### config.mk
export PLATFORM = sky130hd
export DESIGN_NAME = rti_exec
export DESIGN_NICKNAME = d
export VERILOG_FILES = /design/src/inc/rti_pkg.sv /design/src/rti_exec.sv
export SDC_FILE = /design/constraint.sdc
export NUM_CORES = 1
export LEC_CHECK = 0
export BUFFER_PORTS_ARGS = -buffer_cell sky130_fd_sc_hd__buf_2
export CORE_ASPECT_RATIO = 1.1
export CORE_MARGIN = 2
export CORE_UTILIZATION = 47
export DETAILED_ROUTE_END_ITERATION = 16
export PLACE_DENSITY = 0.76
export SETUP_SLACK_MARGIN = 0.3
export SYNTH_ARGS = -nofsm -noshare
export SYNTH_HDL_FRONTEND = slang
export SYNTH_SLANG_ARGS = --single-unit
### constraint.sdc
create_clock -name clock_i -period 1.7 [get_ports clock_i]
set_input_delay 0.34 -clock clock_i [delete_from_list [all_inputs] [get_ports clock_i]]
set_output_delay 0.34 -clock clock_i [all_outputs]
set_load 0.1 [all_outputs]
### src/inc/rti_pkg.sv
// Constants, opcodes, register map and decode for the transfer executor
`default_nettype none

package rti_pkg;

   ////////////////////////////////////////////////////////////////////////////////
   // Bus geometry
   localparam int DATA_W = 32;
   localparam int ADDR_W = 6;

   ////////////////////////////////////////////////////////////////////////////////
   // Register byte offsets, one aligned word each
   localparam logic [5:0] OFS_INSTR = 6'h00;   // Opcode issue, reads last opcode
   localparam logic [5:0] OFS_ACC = 6'h04;     // Accumulator
   localparam logic [5:0] OFS_REG_B = 6'h08;   // Upper holding register
   localparam logic [5:0] OFS_SERIAL = 6'h0C;  // Serial shift register
   localparam logic [5:0] OFS_POINTER = 6'h10; // Pointer register
   localparam logic [5:0] OFS_CONV = 6'h14;    // Converter control register
   localparam logic [5:0] OFS_IRQ1 = 6'h18;    // Interrupt control register one
   localparam logic [5:0] OFS_CMP = 6'h1C;     // Comparator value, read only
   localparam logic [5:0] OFS_STATUS = 6'h20;  // Carry and decode status

   ////////////////////////////////////////////////////////////////////////////////
   // Opcodes
   localparam logic [9:0] OPC_LOAD_SERIAL_PAIR = 10'h278;
   localparam logic [9:0] OPC_LOAD_POINTER = 10'h051;
   localparam logic [9:0] OPC_LOAD_COMPARE_VALUE = 10'h239;
   localparam logic [9:0] OPC_READ_IRQ_CTRL_ONE = 10'h253;

   ////////////////////////////////////////////////////////////////////////////////
   // Field positions and reset values
   localparam int CONVERTER_MODE_BIT = 3;
   localparam int STATUS_CARRY_BIT = 0;
   localparam int STATUS_UNKNOWN_BIT = 2;
   localparam logic [3:0] NIBBLE_RST = 4'h0;
   localparam logic [2:0] POINTER_RST = 3'h0;
   localparam logic [7:0] BYTE_RST = 8'h00;
   localparam logic [9:0] OPCODE_RST = 10'h000;
   localparam logic [31:0] WORD_ZERO = 32'h0000_0000;

   ////////////////////////////////////////////////////////////////////////////////
   // Decoded instruction kinds
   typedef enum logic [2:0] {
      OP_NONE,
      OP_LOAD_SERIAL_PAIR,
      OP_LOAD_POINTER,
      OP_LOAD_COMPARE_VALUE,
      OP_READ_IRQ_CTRL_ONE
   } rti_op_t;

   // Map a 10-bit instruction word onto its kind
   function automatic rti_op_t rti_decode(input logic [9:0] word);
      rti_op_t kind;
      kind = OP_NONE;
      unique case (word)
         OPC_LOAD_SERIAL_PAIR: kind = OP_LOAD_SERIAL_PAIR;
         OPC_LOAD_POINTER: kind = OP_LOAD_POINTER;
         OPC_LOAD_COMPARE_VALUE: kind = OP_LOAD_COMPARE_VALUE;
         OPC_READ_IRQ_CTRL_ONE: kind = OP_READ_IRQ_CTRL_ONE;
         default: kind = OP_NONE;
      endcase
      return kind;
   endfunction

endpackage

`default_nettype wire

### src/rti_exec.sv
// Transfer instruction executor with an Avalon-MM register slave
//
// Notes on behaviour
// - Serial opcode: high nibble to B, low to A
// - Pointer opcode: pointer into A[2:0], carry kept
// - Pointer opcode always clears accumulator bit 3
// - Compare opcode in conversion mode does nothing
// - Compare opcode in comparator mode writes {B,A}
// - Irq opcode: irq control one into A
//
// Register access over Avalon-MM and the placing of the registers were decided locally.
`timescale 1ns/1ps
`default_nettype none

module rti_exec
   import rti_pkg::*;
(
   input wire logic clock_i,                 // 200 MHz core clock
   input wire logic arst_n_i,                // Asynchronous reset, active low
   input wire logic [ADDR_W-1:0] avs_address_i, // Byte address
   input wire logic avs_read_i,              // Read request
   input wire logic avs_write_i,             // Write request
   input wire logic [DATA_W-1:0] avs_writedata_i, // Write data
   input wire logic [3:0] avs_byteenable_i,  // Byte lanes
   output logic [DATA_W-1:0] avs_readdata_o, // Read data
   output logic avs_waitrequest_o,           // Stall while high
   output logic [3:0] acc_o,                 // Accumulator
   output logic [3:0] reg_b_o,               // Upper holding register
   output logic [7:0] compare_o,             // Comparator value
   output logic exec_o                       // Pulse after an opcode runs
);

   ////////////////////////////////////////////////////////////////////////////////
   // Reset release through two flip-flops
   logic [1:0] rst_sync_q;
   logic rst_n;

   always_ff @(posedge clock_i or negedge arst_n_i) begin
      if (!arst_n_i) begin
         rst_sync_q <= 2'b00;
      end else begin
         rst_sync_q <= {rst_sync_q[0], 1'b1};
      end
   end

   assign rst_n = rst_sync_q[1];

   ////////////////////////////////////////////////////////////////////////////////
   // Bus handshake: a request is taken while waitrequest is high,
   // then waitrequest drops for exactly one cycle to complete it
   logic wait_q, wait_d;
   logic [DATA_W-1:0] rdata_q, rdata_d;
   logic take_wr, take_rd;

   // State of the core
   logic [3:0] acc_q, acc_d;
   logic [3:0] reg_b_q, reg_b_d;
   logic [7:0] serial_q, serial_d;
   logic [2:0] pointer_q, pointer_d;
   logic [3:0] conv_q, conv_d;
   logic [3:0] irq1_q, irq1_d;
   logic [7:0] cmp_q, cmp_d;
   logic carry_q, carry_d;
   logic unknown_q, unknown_d;
   logic [9:0] last_op_q, last_op_d;
   logic exec_q, exec_d;
   logic issue;
   rti_op_t op;

   assign take_wr = avs_write_i & wait_q;
   assign take_rd = avs_read_i & wait_q;
   assign issue = take_wr & (avs_address_i == OFS_INSTR) & (&avs_byteenable_i[1:0]);
   assign op = rti_decode(avs_writedata_i[9:0]);

   // Read data mux, unmapped addresses read as zero
   always_comb begin
      wait_d = 1'b1;
      rdata_d = rdata_q;
      if (take_wr | take_rd) begin
         wait_d = 1'b0;
      end
      if (take_rd) begin
         rdata_d = WORD_ZERO;
         unique case (avs_address_i)
            OFS_INSTR: rdata_d[9:0] = last_op_q;
            OFS_ACC: rdata_d[3:0] = acc_q;
            OFS_REG_B: rdata_d[3:0] = reg_b_q;
            OFS_SERIAL: rdata_d[7:0] = serial_q;
            OFS_POINTER: rdata_d[2:0] = pointer_q;
            OFS_CONV: rdata_d[3:0] = conv_q;
            OFS_IRQ1: rdata_d[3:0] = irq1_q;
            OFS_CMP: rdata_d[7:0] = cmp_q;
            OFS_STATUS: begin
               rdata_d[STATUS_CARRY_BIT] = carry_q;
               rdata_d[STATUS_UNKNOWN_BIT] = unknown_q;
            end
            default: rdata_d = WORD_ZERO;
         endcase
      end
   end

   // Handshake and read data registers
   always_ff @(posedge clock_i or negedge rst_n) begin
      if (!rst_n) begin
         wait_q <= 1'b1;
         rdata_q <= WORD_ZERO;
      end else begin
         wait_q <= wait_d;
         rdata_q <= rdata_d;
      end
   end

   ////////////////////////////////////////////////////////////////////////////////
   // Register writes and instruction execution
   always_comb begin
      acc_d = acc_q;
      reg_b_d = reg_b_q;
      serial_d = serial_q;
      pointer_d = pointer_q;
      conv_d = conv_q;
      irq1_d = irq1_q;
      cmp_d = cmp_q;
      carry_d = carry_q;
      unknown_d = unknown_q;
      last_op_d = last_op_q;
      exec_d = 1'b0;
      if (issue) begin
         last_op_d = avs_writedata_i[9:0];
         exec_d = 1'b1;
         unknown_d = (op == OP_NONE);
         // Sources and carry are never written below
         // sources left alone
         unique case (op)
            OP_LOAD_SERIAL_PAIR: begin
               reg_b_d = serial_q[7:4];
               acc_d = serial_q[3:0];
            end
            OP_LOAD_POINTER: begin
               acc_d[2:0] = pointer_q;
               acc_d[3] = 1'b0;
            end
            OP_LOAD_COMPARE_VALUE: begin
               if (conv_q[CONVERTER_MODE_BIT]) begin
                  cmp_d = {reg_b_q, acc_q};
               end
            end
            OP_READ_IRQ_CTRL_ONE: begin
               acc_d = irq1_q;
            end
            OP_NONE: begin
               acc_d = acc_q;
            end
         endcase
      end else if (take_wr & avs_byteenable_i[0]) begin
         unique case (avs_address_i)
            OFS_ACC: acc_d = avs_writedata_i[3:0];
            OFS_REG_B: reg_b_d = avs_writedata_i[3:0];
            OFS_SERIAL: serial_d = avs_writedata_i[7:0];
            OFS_POINTER: pointer_d = avs_writedata_i[2:0];
            OFS_CONV: conv_d = avs_writedata_i[3:0];
            OFS_IRQ1: irq1_d = avs_writedata_i[3:0];
            OFS_STATUS: carry_d = avs_writedata_i[STATUS_CARRY_BIT];
            default: acc_d = acc_q;
         endcase
      end
   end

   // Core registers
   always_ff @(posedge clock_i or negedge rst_n) begin
      if (!rst_n) begin
         acc_q <= NIBBLE_RST;
         reg_b_q <= NIBBLE_RST;
         serial_q <= BYTE_RST;
         pointer_q <= POINTER_RST;
         conv_q <= NIBBLE_RST;
         irq1_q <= NIBBLE_RST;
         cmp_q <= BYTE_RST;
         carry_q <= 1'b0;
         unknown_q <= 1'b0;
         last_op_q <= OPCODE_RST;
         exec_q <= 1'b0;
      end else begin
         acc_q <= acc_d;
         reg_b_q <= reg_b_d;
         serial_q <= serial_d;
         pointer_q <= pointer_d;
         conv_q <= conv_d;
         irq1_q <= irq1_d;
         cmp_q <= cmp_d;
         carry_q <= carry_d;
         unknown_q <= unknown_d;
         last_op_q <= last_op_d;
         exec_q <= exec_d;
      end
   end

   // Outputs straight from flip-flops
   assign avs_readdata_o = rdata_q;
   assign avs_waitrequest_o = wait_q;
   assign acc_o = acc_q;
   assign reg_b_o = reg_b_q;
   assign compare_o = cmp_q;
   assign exec_o = exec_q;
endmodule // rti_exec

`default_nettype wire
==> impl_metrics.py, run 1 <==
metrics = {
    "sta": {
        "fmax_ghz": 0.5035,
        "hold_viol": 0,
        "post-route-min-period_ns": 1.986,
        "worst_slack_ns": -0.2860,
        "setup_tns_ns": -4.276,
        "report.final.slew_viol_count": 0,
        "fin_skew_ns": 0.007385,
        "whs_ns": 0.1794,
        "setup_viol": 41,
        "rsz0062_at_grt": "yes",
        "fin_crit_sh_pct": 116.8,
    },
    "clocking": {
        "clkSinkCount": 61,
        "clock_path_buffers": 2,
        "root_buffer": "clkbuf_8",
        "cts_tree": "built",
        "cts.clk_slew.worst_paths_ns": 0.07,
        "clock_latency_ns": 0.35,
        "numCtsBuffers": 9,
        "htree_levels": 3,
    },
    "hold_path": {
        "hold_path.class": "input port to register",
    },
    "floorplanning": {
        "dieWidth_um": 84.15,
        "initial_core_util_pct": 47.94,
        "rows": 32,
        "core_um2": 6927,
        "io_pins": 96,
        "dieArea_um2": 7754,
        "die_y_um": 92.16,
    },
    "worst_setup_path": {
        "endpoint_kind": "register",
        "path_max_fanout": 5,
        "startpoint_type": "register",
        "worstPathArrival_ns": 2.28,
        "required_ns": 1.99,
        "critPathKind": "register to register",
    },
    "logic_synthesis": {
        "ys_warn_count": 0,
        "synthFlopType": "dfrtp_1",
        "synth_cells": 317,
        "synth_seq_cells": 61,
        "synth_edf_count": 0,
        "async_flop_share_pct": 100.0,
        "synth.distinct_cells": 54,
        "syn_area_um2": 3321,
        "avgSynthCellArea_um2": 10.48,
        "synth_seq_area_share_pct": 46.01,
    },
    "power": {
        "switching_share_pct": 32.54,
        "combPwrFrac_pct": 23.3,
        "p_int_mw": 2.709,
        "power_mw": 4.016,
        "power_leakage_nw": 2.359,
        "p_per_area_nw_per_um2": 815.7,
        "max-vdd-ir-drop_v": 0.0006346,
        "seq_power_share_pct": 39.6,
        "switchingPower_mw": 1.307,
        "clockPowerShare_pct": 37.1,
    },
    "global_routing": {
        "grt_pass1_wl_mm": 15.62,
        "grt_overflow": 0,
        "antenna_found_initial": 0,
        "grt_pass1_vias": 2922,
        "grt_max_degree": 60,
        "track_usage_pct": 26.21,
    },
    "placed_design": {
        "place_area_um2": 4069,
        "dp.cells": 488,
        "hpwl_mm": 6.470,
        "port_buffers": 49,
        "place.gp.congestion": 0.9071,
    },
    "routing": {
        "via_per_inst": 5.944,
        "wl_per_cell_um": 20.76,
        "drc_errors": 0,
        "routed_wl_mm": 10.84,
        "ant_nets": 0,
        "dr_total_vias": 3103,
        "drt_iter0_drc": 415,
        "dr.pass1.iters": 6,
    },
    "layout": {
        "layout.nets": 478,
        "drive_gt1_share_pct": 53.32,
        "multi_input_area_um2": 1921,
        "fillerInstances": 426,
        "antenna_cells": 0,
        "seq_area_um2": 1545,
        "design_area_um2": 4923,
        "syn_to_final_growth_pct": 48.27,
        "finalNonFillerCells": 522,
    },
    "run_status": {
        "violations": "negative setup slack",
        "outcome": "finished, violations left",
    },
    "flow_run": {
        "maxCapViolations": 0,
    },
}
metrics by stage:
stage	worst slack, ns	utilization (%)
floorplan	-0.5174	-
detailed placement	-0.6492	58.74
finish	-0.2860	71.08
global placement	-0.6132	58.74
CTS	-0.1780	66.56
global route	-0.3298	71.08
cells by family after synthesis:
family / after synthesis / share of synthesized area, %
mux: 44 / 15.98
simple gates: 104 / 16.92
flops: 61 / 46.01
buf+inv: 45 / 8.063
xor+xnor: 1 / 0.2638
other cells: 2 / 0.2262
compound gates: 60 / 12.55
per-layer routing:
metal / up-vias / track usage, % / part of all wire, %
li1: 1326 / - / -
met1: 1530 / 32.96 / 38
met2: 193 / 42.39 / 50
met3: 54 / 5.131 / 7.4
met4: 0 / 14.25 / 4.8
met5: - / 0 / 0
flip-flops by register name, indices dropped and copies added, names as in the netlist:
name               cells
carry_q                1
serial_q               8
acc_o                  4
exec_o                 1
reg_b_o                4
unknown_q              1
rst_sync_q             2
avs_waitrequest_o      1
avs_readdata_o        10
irq1_q                 4
last_op_q             10
conv_q                 4
pointer_q              3
compare_o              8
final timing paths:
kind                                        start                 to  slack [ns]  cells past startpoint
worst max register to register  avs_waitrequest_o           acc_o[3]       -0.29                      7
worst min-delay path                  avs_write_i  avs_waitrequest_o        0.18                      2
max in group asynchronous           rst_sync_q[1]  avs_waitrequest_o        1.14                      1
worst min register to register      rst_sync_q[1]        serial_q[6]        0.27                      1
worst max-delay path            avs_waitrequest_o           acc_o[3]       -0.29                      7
min in group asynchronous           rst_sync_q[1]        serial_q[6]        0.27                      1
area by class of cell:
cell class | instances | share of cell area [%]
multi-input cells | 232 | 39.01
flip-flops and latches | 61 | 31.38
repair buffers | 121 | 22.34
clock buffers | 12 | 3.151
well taps | 85 | 2.160
clock inverters | 4 | 1.423
inverters | 7 | 0.5337
critical path, cell delays in order, from the launching register on:
cell     delay, ns
dfstp_4       0.62
and3_4        0.20
nand4_1       0.19
buf_4         0.22
buf_6         0.13
buf_6         0.12
a21oi_1       0.25
mux2_4        0.20
synth_stat cells, types with 4 or more instances:
| library cell | count | area share (%) |
|---|---|---|
| a21oi_1 | 6 | 0.90 |
| a22o_1 | 6 | 1.6 |
| a22oi_1 | 6 | 1.4 |
| and3_1 | 7 | 1.3 |
| buf_4 | 23 | 5.2 |
| clkbuf_1 | 9 | 1.0 |
| dfrtp_1 | 60 | 45 |
| inv_1 | 7 | 0.79 |
| mux2_2 | 32 | 11 |
| mux2i_1 | 8 | 2.4 |
| mux4_2 | 4 | 2.7 |
| nand2_1 | 49 | 5.5 |
| nand2b_1 | 6 | 1.1 |
| nand4_1 | 4 | 0.75 |
| nor2_1 | 6 | 0.68 |
| nor3_1 | 4 | 0.60 |
| o21ai_0 | 24 | 3.6 |
placed cells by master (no fill, tap or decap), types with 5 or more instances in the layout:
cell / count
inv_1: 7
nand2b_1: 5
mux2_2: 15
mux2i_1: 7
dfrtp_2: 8
buf_2: 17
nand2_2: 10
dfrtp_1: 51
a22o_1: 6
buf_12: 9
clkbuf_8: 11
nor2_1: 5
o21ai_1: 12
a21oi_1: 6
mux2_4: 17
buf_4: 68
a22oi_1: 5
nand2_1: 30
buf_6: 23
o21ai_0: 8
conb_1: 23
nand2_4: 9
power groups by stage:
stage                     registers [mW]  logic [mW]  clock network, mW
after floorplan                     1.78       0.449                  0
after global placement              1.60       0.801                  0
after detailed placement            1.60       0.812                  0
after CTS                           1.58       0.860               1.49
after global routing                1.59       0.975               1.57
final                               1.59       0.938               1.49
timing repair:
action	4_1_cts	5_1_grt
hold buffers	1	0
gates cloned	0	1
pin swaps	11	16
setup endpoints to repair	83	61
setup buffers	7	9
hold endpoints to repair	2	0
gates resized for setup	82	58
Power figures use the tool's default switching activity.
==> inputs of run 2 (changes only) <==
--- a/config.mk
+++ b/config.mk
@@ -8,7 +8,9 @@
 export BUFFER_PORTS_ARGS = -buffer_cell sky130_fd_sc_hd__buf_2
+export CELL_PAD_IN_SITES_DETAIL_PLACEMENT = 1
+export CELL_PAD_IN_SITES_GLOBAL_PLACEMENT = 1
 export CORE_ASPECT_RATIO = 1.1
 export CORE_MARGIN = 2
-export CORE_UTILIZATION = 47
+export CORE_UTILIZATION = 36
 export DETAILED_ROUTE_END_ITERATION = 16
-export PLACE_DENSITY = 0.76
+export PLACE_DENSITY = 0.77
 export SETUP_SLACK_MARGIN = 0.3
==> constraint.sdc (replaced) <==
create_clock -name clock_i -period 1.7 [get_ports clock_i]
set_input_delay 0.085 -clock clock_i [delete_from_list [all_inputs] [get_ports clock_i]]
set_output_delay 0.085 -clock clock_i [all_outputs]
set_load 0.1 [all_outputs]
==> run 2 against run 1 <==
Net effect: clock power about the same; fmax up 0.26%; the flow still finishes with violations (negative setup slack); sequential power about the same; critical endpoint is now acc_o[0]; clock skew up 0.0035 ns; highest routed layer unchanged; global-route usage down 2.5 points; first-iteration DRC count down 53%; flip-flop and latch count unchanged; setup slack better by 0.0051 ns; critical path type unchanged; power up 0.32%; routed wire length up 18%; register-to-register slack about the same; core utilization down 16 points.
==> impl_metrics.py, run 2 (synthesis gave the netlist of run 1 again) <==
metrics = {
    "worst_setup_path": {
        "critPathLaunch": "avs_waitrequest_o",
        "crit_path_cell_trace": "and3_4, buf_6, nand4_1, buf_6, buf_12, a32o_1, mux2_4",
        "path_max_fanout": 5,
        "cp_common_cell": "buf_6",
        "r2r_slack_ns": -0.28,
        "r2r_cells": 7,
        "r2r_start": "avs_waitrequest_o",
        "critPathKind": "register to register",
        "required_ns": 1.94,
        "r2r-end": "acc_o[0]",
        "cp_slowest_cell": "dfstp_4",
        "worstPathArrival_ns": 2.22,
        "critPathMaxStageDelay_ns": 0.62,
        "endpoint_kind": "register",
        "startpoint_type": "register",
    },
    "power": {
        "p_int_mw": 2.659,
        "power_mw": 4.029,
        "switching_share_pct": 34.00,
        "p_per_area_nw_per_um2": 827.4,
        "max-vdd-ir-drop_v": 0.0004308,
        "combPwrFrac_pct": 23.5,
        "power_leakage_nw": 2.375,
        "switchingPower_mw": 1.370,
        "clockPowerShare_pct": 37.0,
        "seq_power_share_pct": 39.6,
    },
    "sta": {
        "fin_skew_ns": 0.01087,
        "fin_crit_sh_pct": 116.5,
        "hold_viol": 0,
        "tightest_slew_ns": 0.5581,
        "report.final.slew_viol_count": 0,
        "relSlewSlack_pct": 62.66,
        "fmax_ghz": 0.5048,
        "rsz0062_at_grt": "yes",
        "whs_ns": 0.02117,
        "setup_viol": 44,
        "post-route-min-period_ns": 1.981,
        "worst_slack_ns": -0.2809,
    },
    "layout": {
        "syn_to_final_growth_pct": 46.65,
        "layout_common_cells": "dfrtp_1, buf_4, buf_2, nand2_1, conb_1",
        "layout.nets": 478,
        "antenna_cells": 0,
        "design_area_um2": 4870,
        "final_common_cell": "dfrtp_1",
        "drive_gt1_share_pct": 54.00,
        "finalNonFillerCells": 551,
    },
    "placed_design": {
        "dp.cells": 509,
        "port_buffers": 49,
        "place.gp.congestion": 0.9311,
        "pre_cts_slack_ns": -0.3952,
        "hpwl_mm": 7.641,
        "place_area_um2": 3949,
    },
    "floorplanning": {
        "io_pins": 96,
        "dieWidth_um": 95.57,
        "core_um2": 8919,
        "die_y_um": 104.7,
        "dieArea_um2": 10010,
        "initial_core_util_pct": 37.23,
        "rows": 36,
    },
    "hold_path": {
        "hold_path.class": "input port to register",
        "hold_path_end": "avs_waitrequest_o",
        "hold_start": "avs_read_i",
        "min_path_cells": 2,
    },
    "clocking": {
        "cts_tree": "built",
        "numCtsBuffers": 9,
        "cts.clk_slew.worst_paths_ns": 0.08,
        "htree_levels": 3,
        "clock_latency_ns": 0.36,
        "clkSinkCount": 61,
        "root_buffer": "clkbuf_8",
        "clock_path_buffers": 2,
    },
    "routing": {
        "drc_errors": 0,
        "dr_total_vias": 3072,
        "drt_iter0_drc": 194,
        "via_per_inst": 5.575,
        "dr.pass1.iters": 5,
        "routed_wl_mm": 12.78,
        "ant_nets": 0,
        "wl_per_cell_um": 23.20,
    },
    "flow_run": {
        "maxCapViolations": 0,
    },
    "global_routing": {
        "track_usage_pct": 23.75,
        "grt_overflow": 0,
        "grt_max_degree": 25,
        "grt_pass1_vias": 3251,
        "grt_pass1_wl_mm": 17.77,
        "antenna_found_initial": 0,
    },
    "run_status": {
        "violations": "negative setup slack",
        "outcome": "finished, violations left",
    },
}
[run 2: power groups by stage]
| stage | logic, mW | registers (mW) | clock network, mW |
|---|---|---|---|
| 2_1_floorplan | 0.437 | 1.78 | 0 |
| 4_1_cts | 0.871 | 1.58 | 1.50 |
| 3_5_place_dp | 0.782 | 1.61 | 0 |
| 6_report | 0.945 | 1.59 | 1.49 |
| 5_1_grt | 0.987 | 1.60 | 1.56 |
| 3_3_place_gp | 0.764 | 1.61 | 0 |
[run 2: critical path, delay by kind of cell (launching register included)]
kind                   cells  cell delay (ns)
AO/OA/AOI/OAI              1             0.22
flip-flops                 1             0.62
multiplexers               1             0.26
buffers and inverters      3             0.44
AND/OR/NAND/NOR            2             0.32
[run 2: repair_timing]
item | CTS | global route
setup buffers | 10 | 12
endpoints found under the setup margin | 56 | 57
pin swaps | 8 | 11
hold endpoints to repair | 3 | 0
hold buffers | 2 | 0
resized for setup | 45 | 76
gates cloned | 1 | 1
[run 2: final cells by class]
class / count / area [um^2]
clock buffers: 12 / 145.1
well taps: 114 / 142.6
multi-input cells: 232 / 1966
clock inverters: 4 / 72.57
repair buffers: 121 / 975.9
inverters: 7 / 26.28
flip-flops and latches: 61 / 1541
fillers: 972 / 4049
[run 2: stage by stage]
stage	utilization, %	setup TNS (ns)
global placement	44.28	-4.697
CTS	49.99	-3.075
detailed placement	44.28	-5.919
finish	54.60	-6.145
floorplan	-	-10.36
global route	54.60	-7.659
[run 2: routing by layer]
metal,GRT usage [%],vias up,share of wire [%],wire length [um]
met5,0,-,0,0
met4,10.41,0,3.9,503
met3,5.047,37,5.3,682
met2,40.01,131,52,6645
met1,28.75,1579,39,4952
li1,-,1325,-,-
[run 2: worst max-delay path by stage]
stage | endpoint | cells past startpoint
finish | acc_o[0] | 7
global route | acc_o[0] | 7
global placement | acc_o[2] | 5
floorplan | compare_o[7] | 6
CTS | compare_o[4] | 6
detailed placement | acc_o[3] | 5
==> inputs of run 3 (changes only) <==
Settings changed: CORE_UTILIZATION 36 to 40, PLACE_DENSITY 0.77 to 0.81.
Clock period 1.7 ns to 2.2 ns, I/O delays scaled along.
==> run 3 against run 2 <==
Net effect: the flow now finishes without violations; sequential power down 23%; clock power decreased by 28%; global-route usage down 1.6 points; highest routed layer unchanged; final cell count fell by 7.1%; sequential share of layout area increased by 4.6 points; setup slack better by 0.53 ns; power shrank 28%; fmax is 1.4% higher; largest power group unchanged; via count is 7.0% lower; clock skew decreased by 0.0030 ns.
==> impl_metrics.py, run 3 (synthesis gave the netlist of run 1 again) <==
metrics = {
    "routing": {
        "ant_nets": 0,
        "dr_total_vias": 2858,
        "wl_per_cell_um": 20.31,
        "routed_wl_mm": 10.40,
        "via_per_inst": 5.582,
        "drt_iter0_drc": 228,
        "dr.pass1.iters": 4,
        "drc_errors": 0,
    },
    "placed_design": {
        "hpwl_mm": 6.740,
        "port_buffers": 49,
        "place.gp.congestion": 0.8766,
    },
    "floorplanning": {
        "die_y_um": 99.56,
        "core_um2": 7998,
        "rows": 34,
        "initial_core_util_pct": 41.52,
        "dieWidth_um": 90.88,
        "dieArea_um2": 9048,
        "io_pins": 96,
    },
    "global_routing": {
        "grt_max_degree": 25,
        "antenna_found_initial": 0,
        "grt_overflow": 0,
        "grt_pass1_wl_mm": 15.43,
        "grt_pass1_vias": 2836,
        "track_usage_pct": 22.14,
    },
    "layout": {
        "layout_common_cells": "dfrtp_1, buf_2, nand2_1, buf_4, conb_1",
        "antenna_cells": 0,
        "final_util_pct": 52.93,
        "syn_to_final_growth_pct": 27.47,
        "drive_gt1_share_pct": 38.37,
        "final_common_cell": "dfrtp_1",
        "layout.nets": 445,
    },
    "worst_setup_path": {
        "critPathKind": "register to register",
        "endpoint_kind": "register",
        "r2r-end": "reg_b_o[0]",
        "path_max_fanout": 6,
        "r2r_slack_ns": 0.25,
        "required_ns": 2.45,
        "r2r_cells": 8,
        "worstPathArrival_ns": 2.21,
        "startpoint_type": "register",
        "r2r_start": "avs_waitrequest_o",
    },
    "run_status": {
        "outcome": "finished clean",
    },
    "sta": {
        "whs_ns": 0.03323,
        "report.final.slew_viol_count": 0,
        "fmax_ghz": 0.5119,
        "fin_crit_sh_pct": 88.80,
        "relSlewSlack_pct": 53.70,
        "hold_viol": 0,
        "tightest_slew_ns": 0.6882,
        "fin_skew_ns": 0.007866,
        "setup_viol": 0,
        "setup_tns_ns": 0,
        "post-route-min-period_ns": 1.954,
        "rsz0062_at_grt": "yes",
    },
    "clocking": {
        "cts.clk_slew.worst_paths_ns": 0.08,
        "clkSinkCount": 61,
        "htree_levels": 3,
        "cts_tree": "built",
        "clock_path_buffers": 2,
        "numCtsBuffers": 9,
        "root_buffer": "clkbuf_8",
        "clock_latency_ns": 0.36,
    },
    "power": {
        "power_leakage_nw": 2.118,
        "power_mw": 2.901,
        "max-vdd-ir-drop_v": 0.0002674,
        "p_per_area_nw_per_um2": 685.3,
    },
    "hold_path": {
        "min_path_cells": 3,
        "hold_path_end": "last_op_q[5]",
        "hold_start": "avs_writedata_i[5]",
        "hold_path.class": "input port to register",
    },
    "flow_run": {
        "maxCapViolations": 0,
    },
}
==> run 3: what timing repair did <==
item | in CTS | in global routing
gates cloned | 1 | 0
endpoints found under the setup margin | 11 | 15
hold endpoints to repair | 3 | 0
pin swaps | 3 | 9
hold buffers | 3 | 0
setup buffers | 7 | 5
resized for setup | 8 | 17
==> run 3: how the worst max path moves through the flow <==
stage | from | endpoint | slack (ns) | depth (start not counted)
6_report | avs_waitrequest_o | reg_b_o[0] | 0.25 | 8
5_1_grt | avs_waitrequest_o | reg_b_o[0] | 0.19 | 8
4_1_cts | avs_waitrequest_o | compare_o[7] | 0.29 | 6
3_5_place_dp | avs_writedata_i[8] | acc_o[2] | 0.03 | 5
3_3_place_gp | avs_writedata_i[8] | acc_o[3] | 0.06 | 5
2_1_floorplan | avs_waitrequest_o | compare_o[4] | 0.04 | 6
==> run 3: where the power goes <==
group,total (mW),switching [mW],internal (mW)
registers,1.23,0.0550,1.17
logic,0.604,0.463,0.141
clock network,1.07,0.484,0.584
total,2.90,1.00,1.90
==> run 3: layout make-up <==
class / instances / area (um^2)
fillers: 901 / 3765
multi-input cells: 232 / 1702
flip-flops and latches: 61 / 1533
repair buffers: 88 / 626.9
clock buffers: 11 / 151.4
well taps: 108 / 135.1
clock inverters: 5 / 58.81
inverters: 7 / 26.28
==> run 3: layer usage <==
layer  wire length, um  global-route usage, %
met1              4239                  27.86
met2              5309                  38.00
met3               527                  3.636
met4               324                  9.441
met5                 0                      0
==> run 3: critical path: stages, from the launching register on <==
cell and delay (ns):
dfstp_4 0.62, and3_4 0.19, buf_6 0.12, nand4_1 0.16, buf_12 0.19, buf_8 0.13, buf_4 0.13, mux2i_1 0.23
o21ai_2 0.07
==> run 3: metrics by stage <==
stage          cells  setup WS [ns]  area, um^2
2_1_floorplan    338        0.04130        3442
3_3_place_gp     480        0.05985        3772
3_5_place_dp     480        0.03309        3772
4_1_cts          507         0.2906        4131
5_1_grt          512         0.1857        4233
6_report         512         0.2463        4233
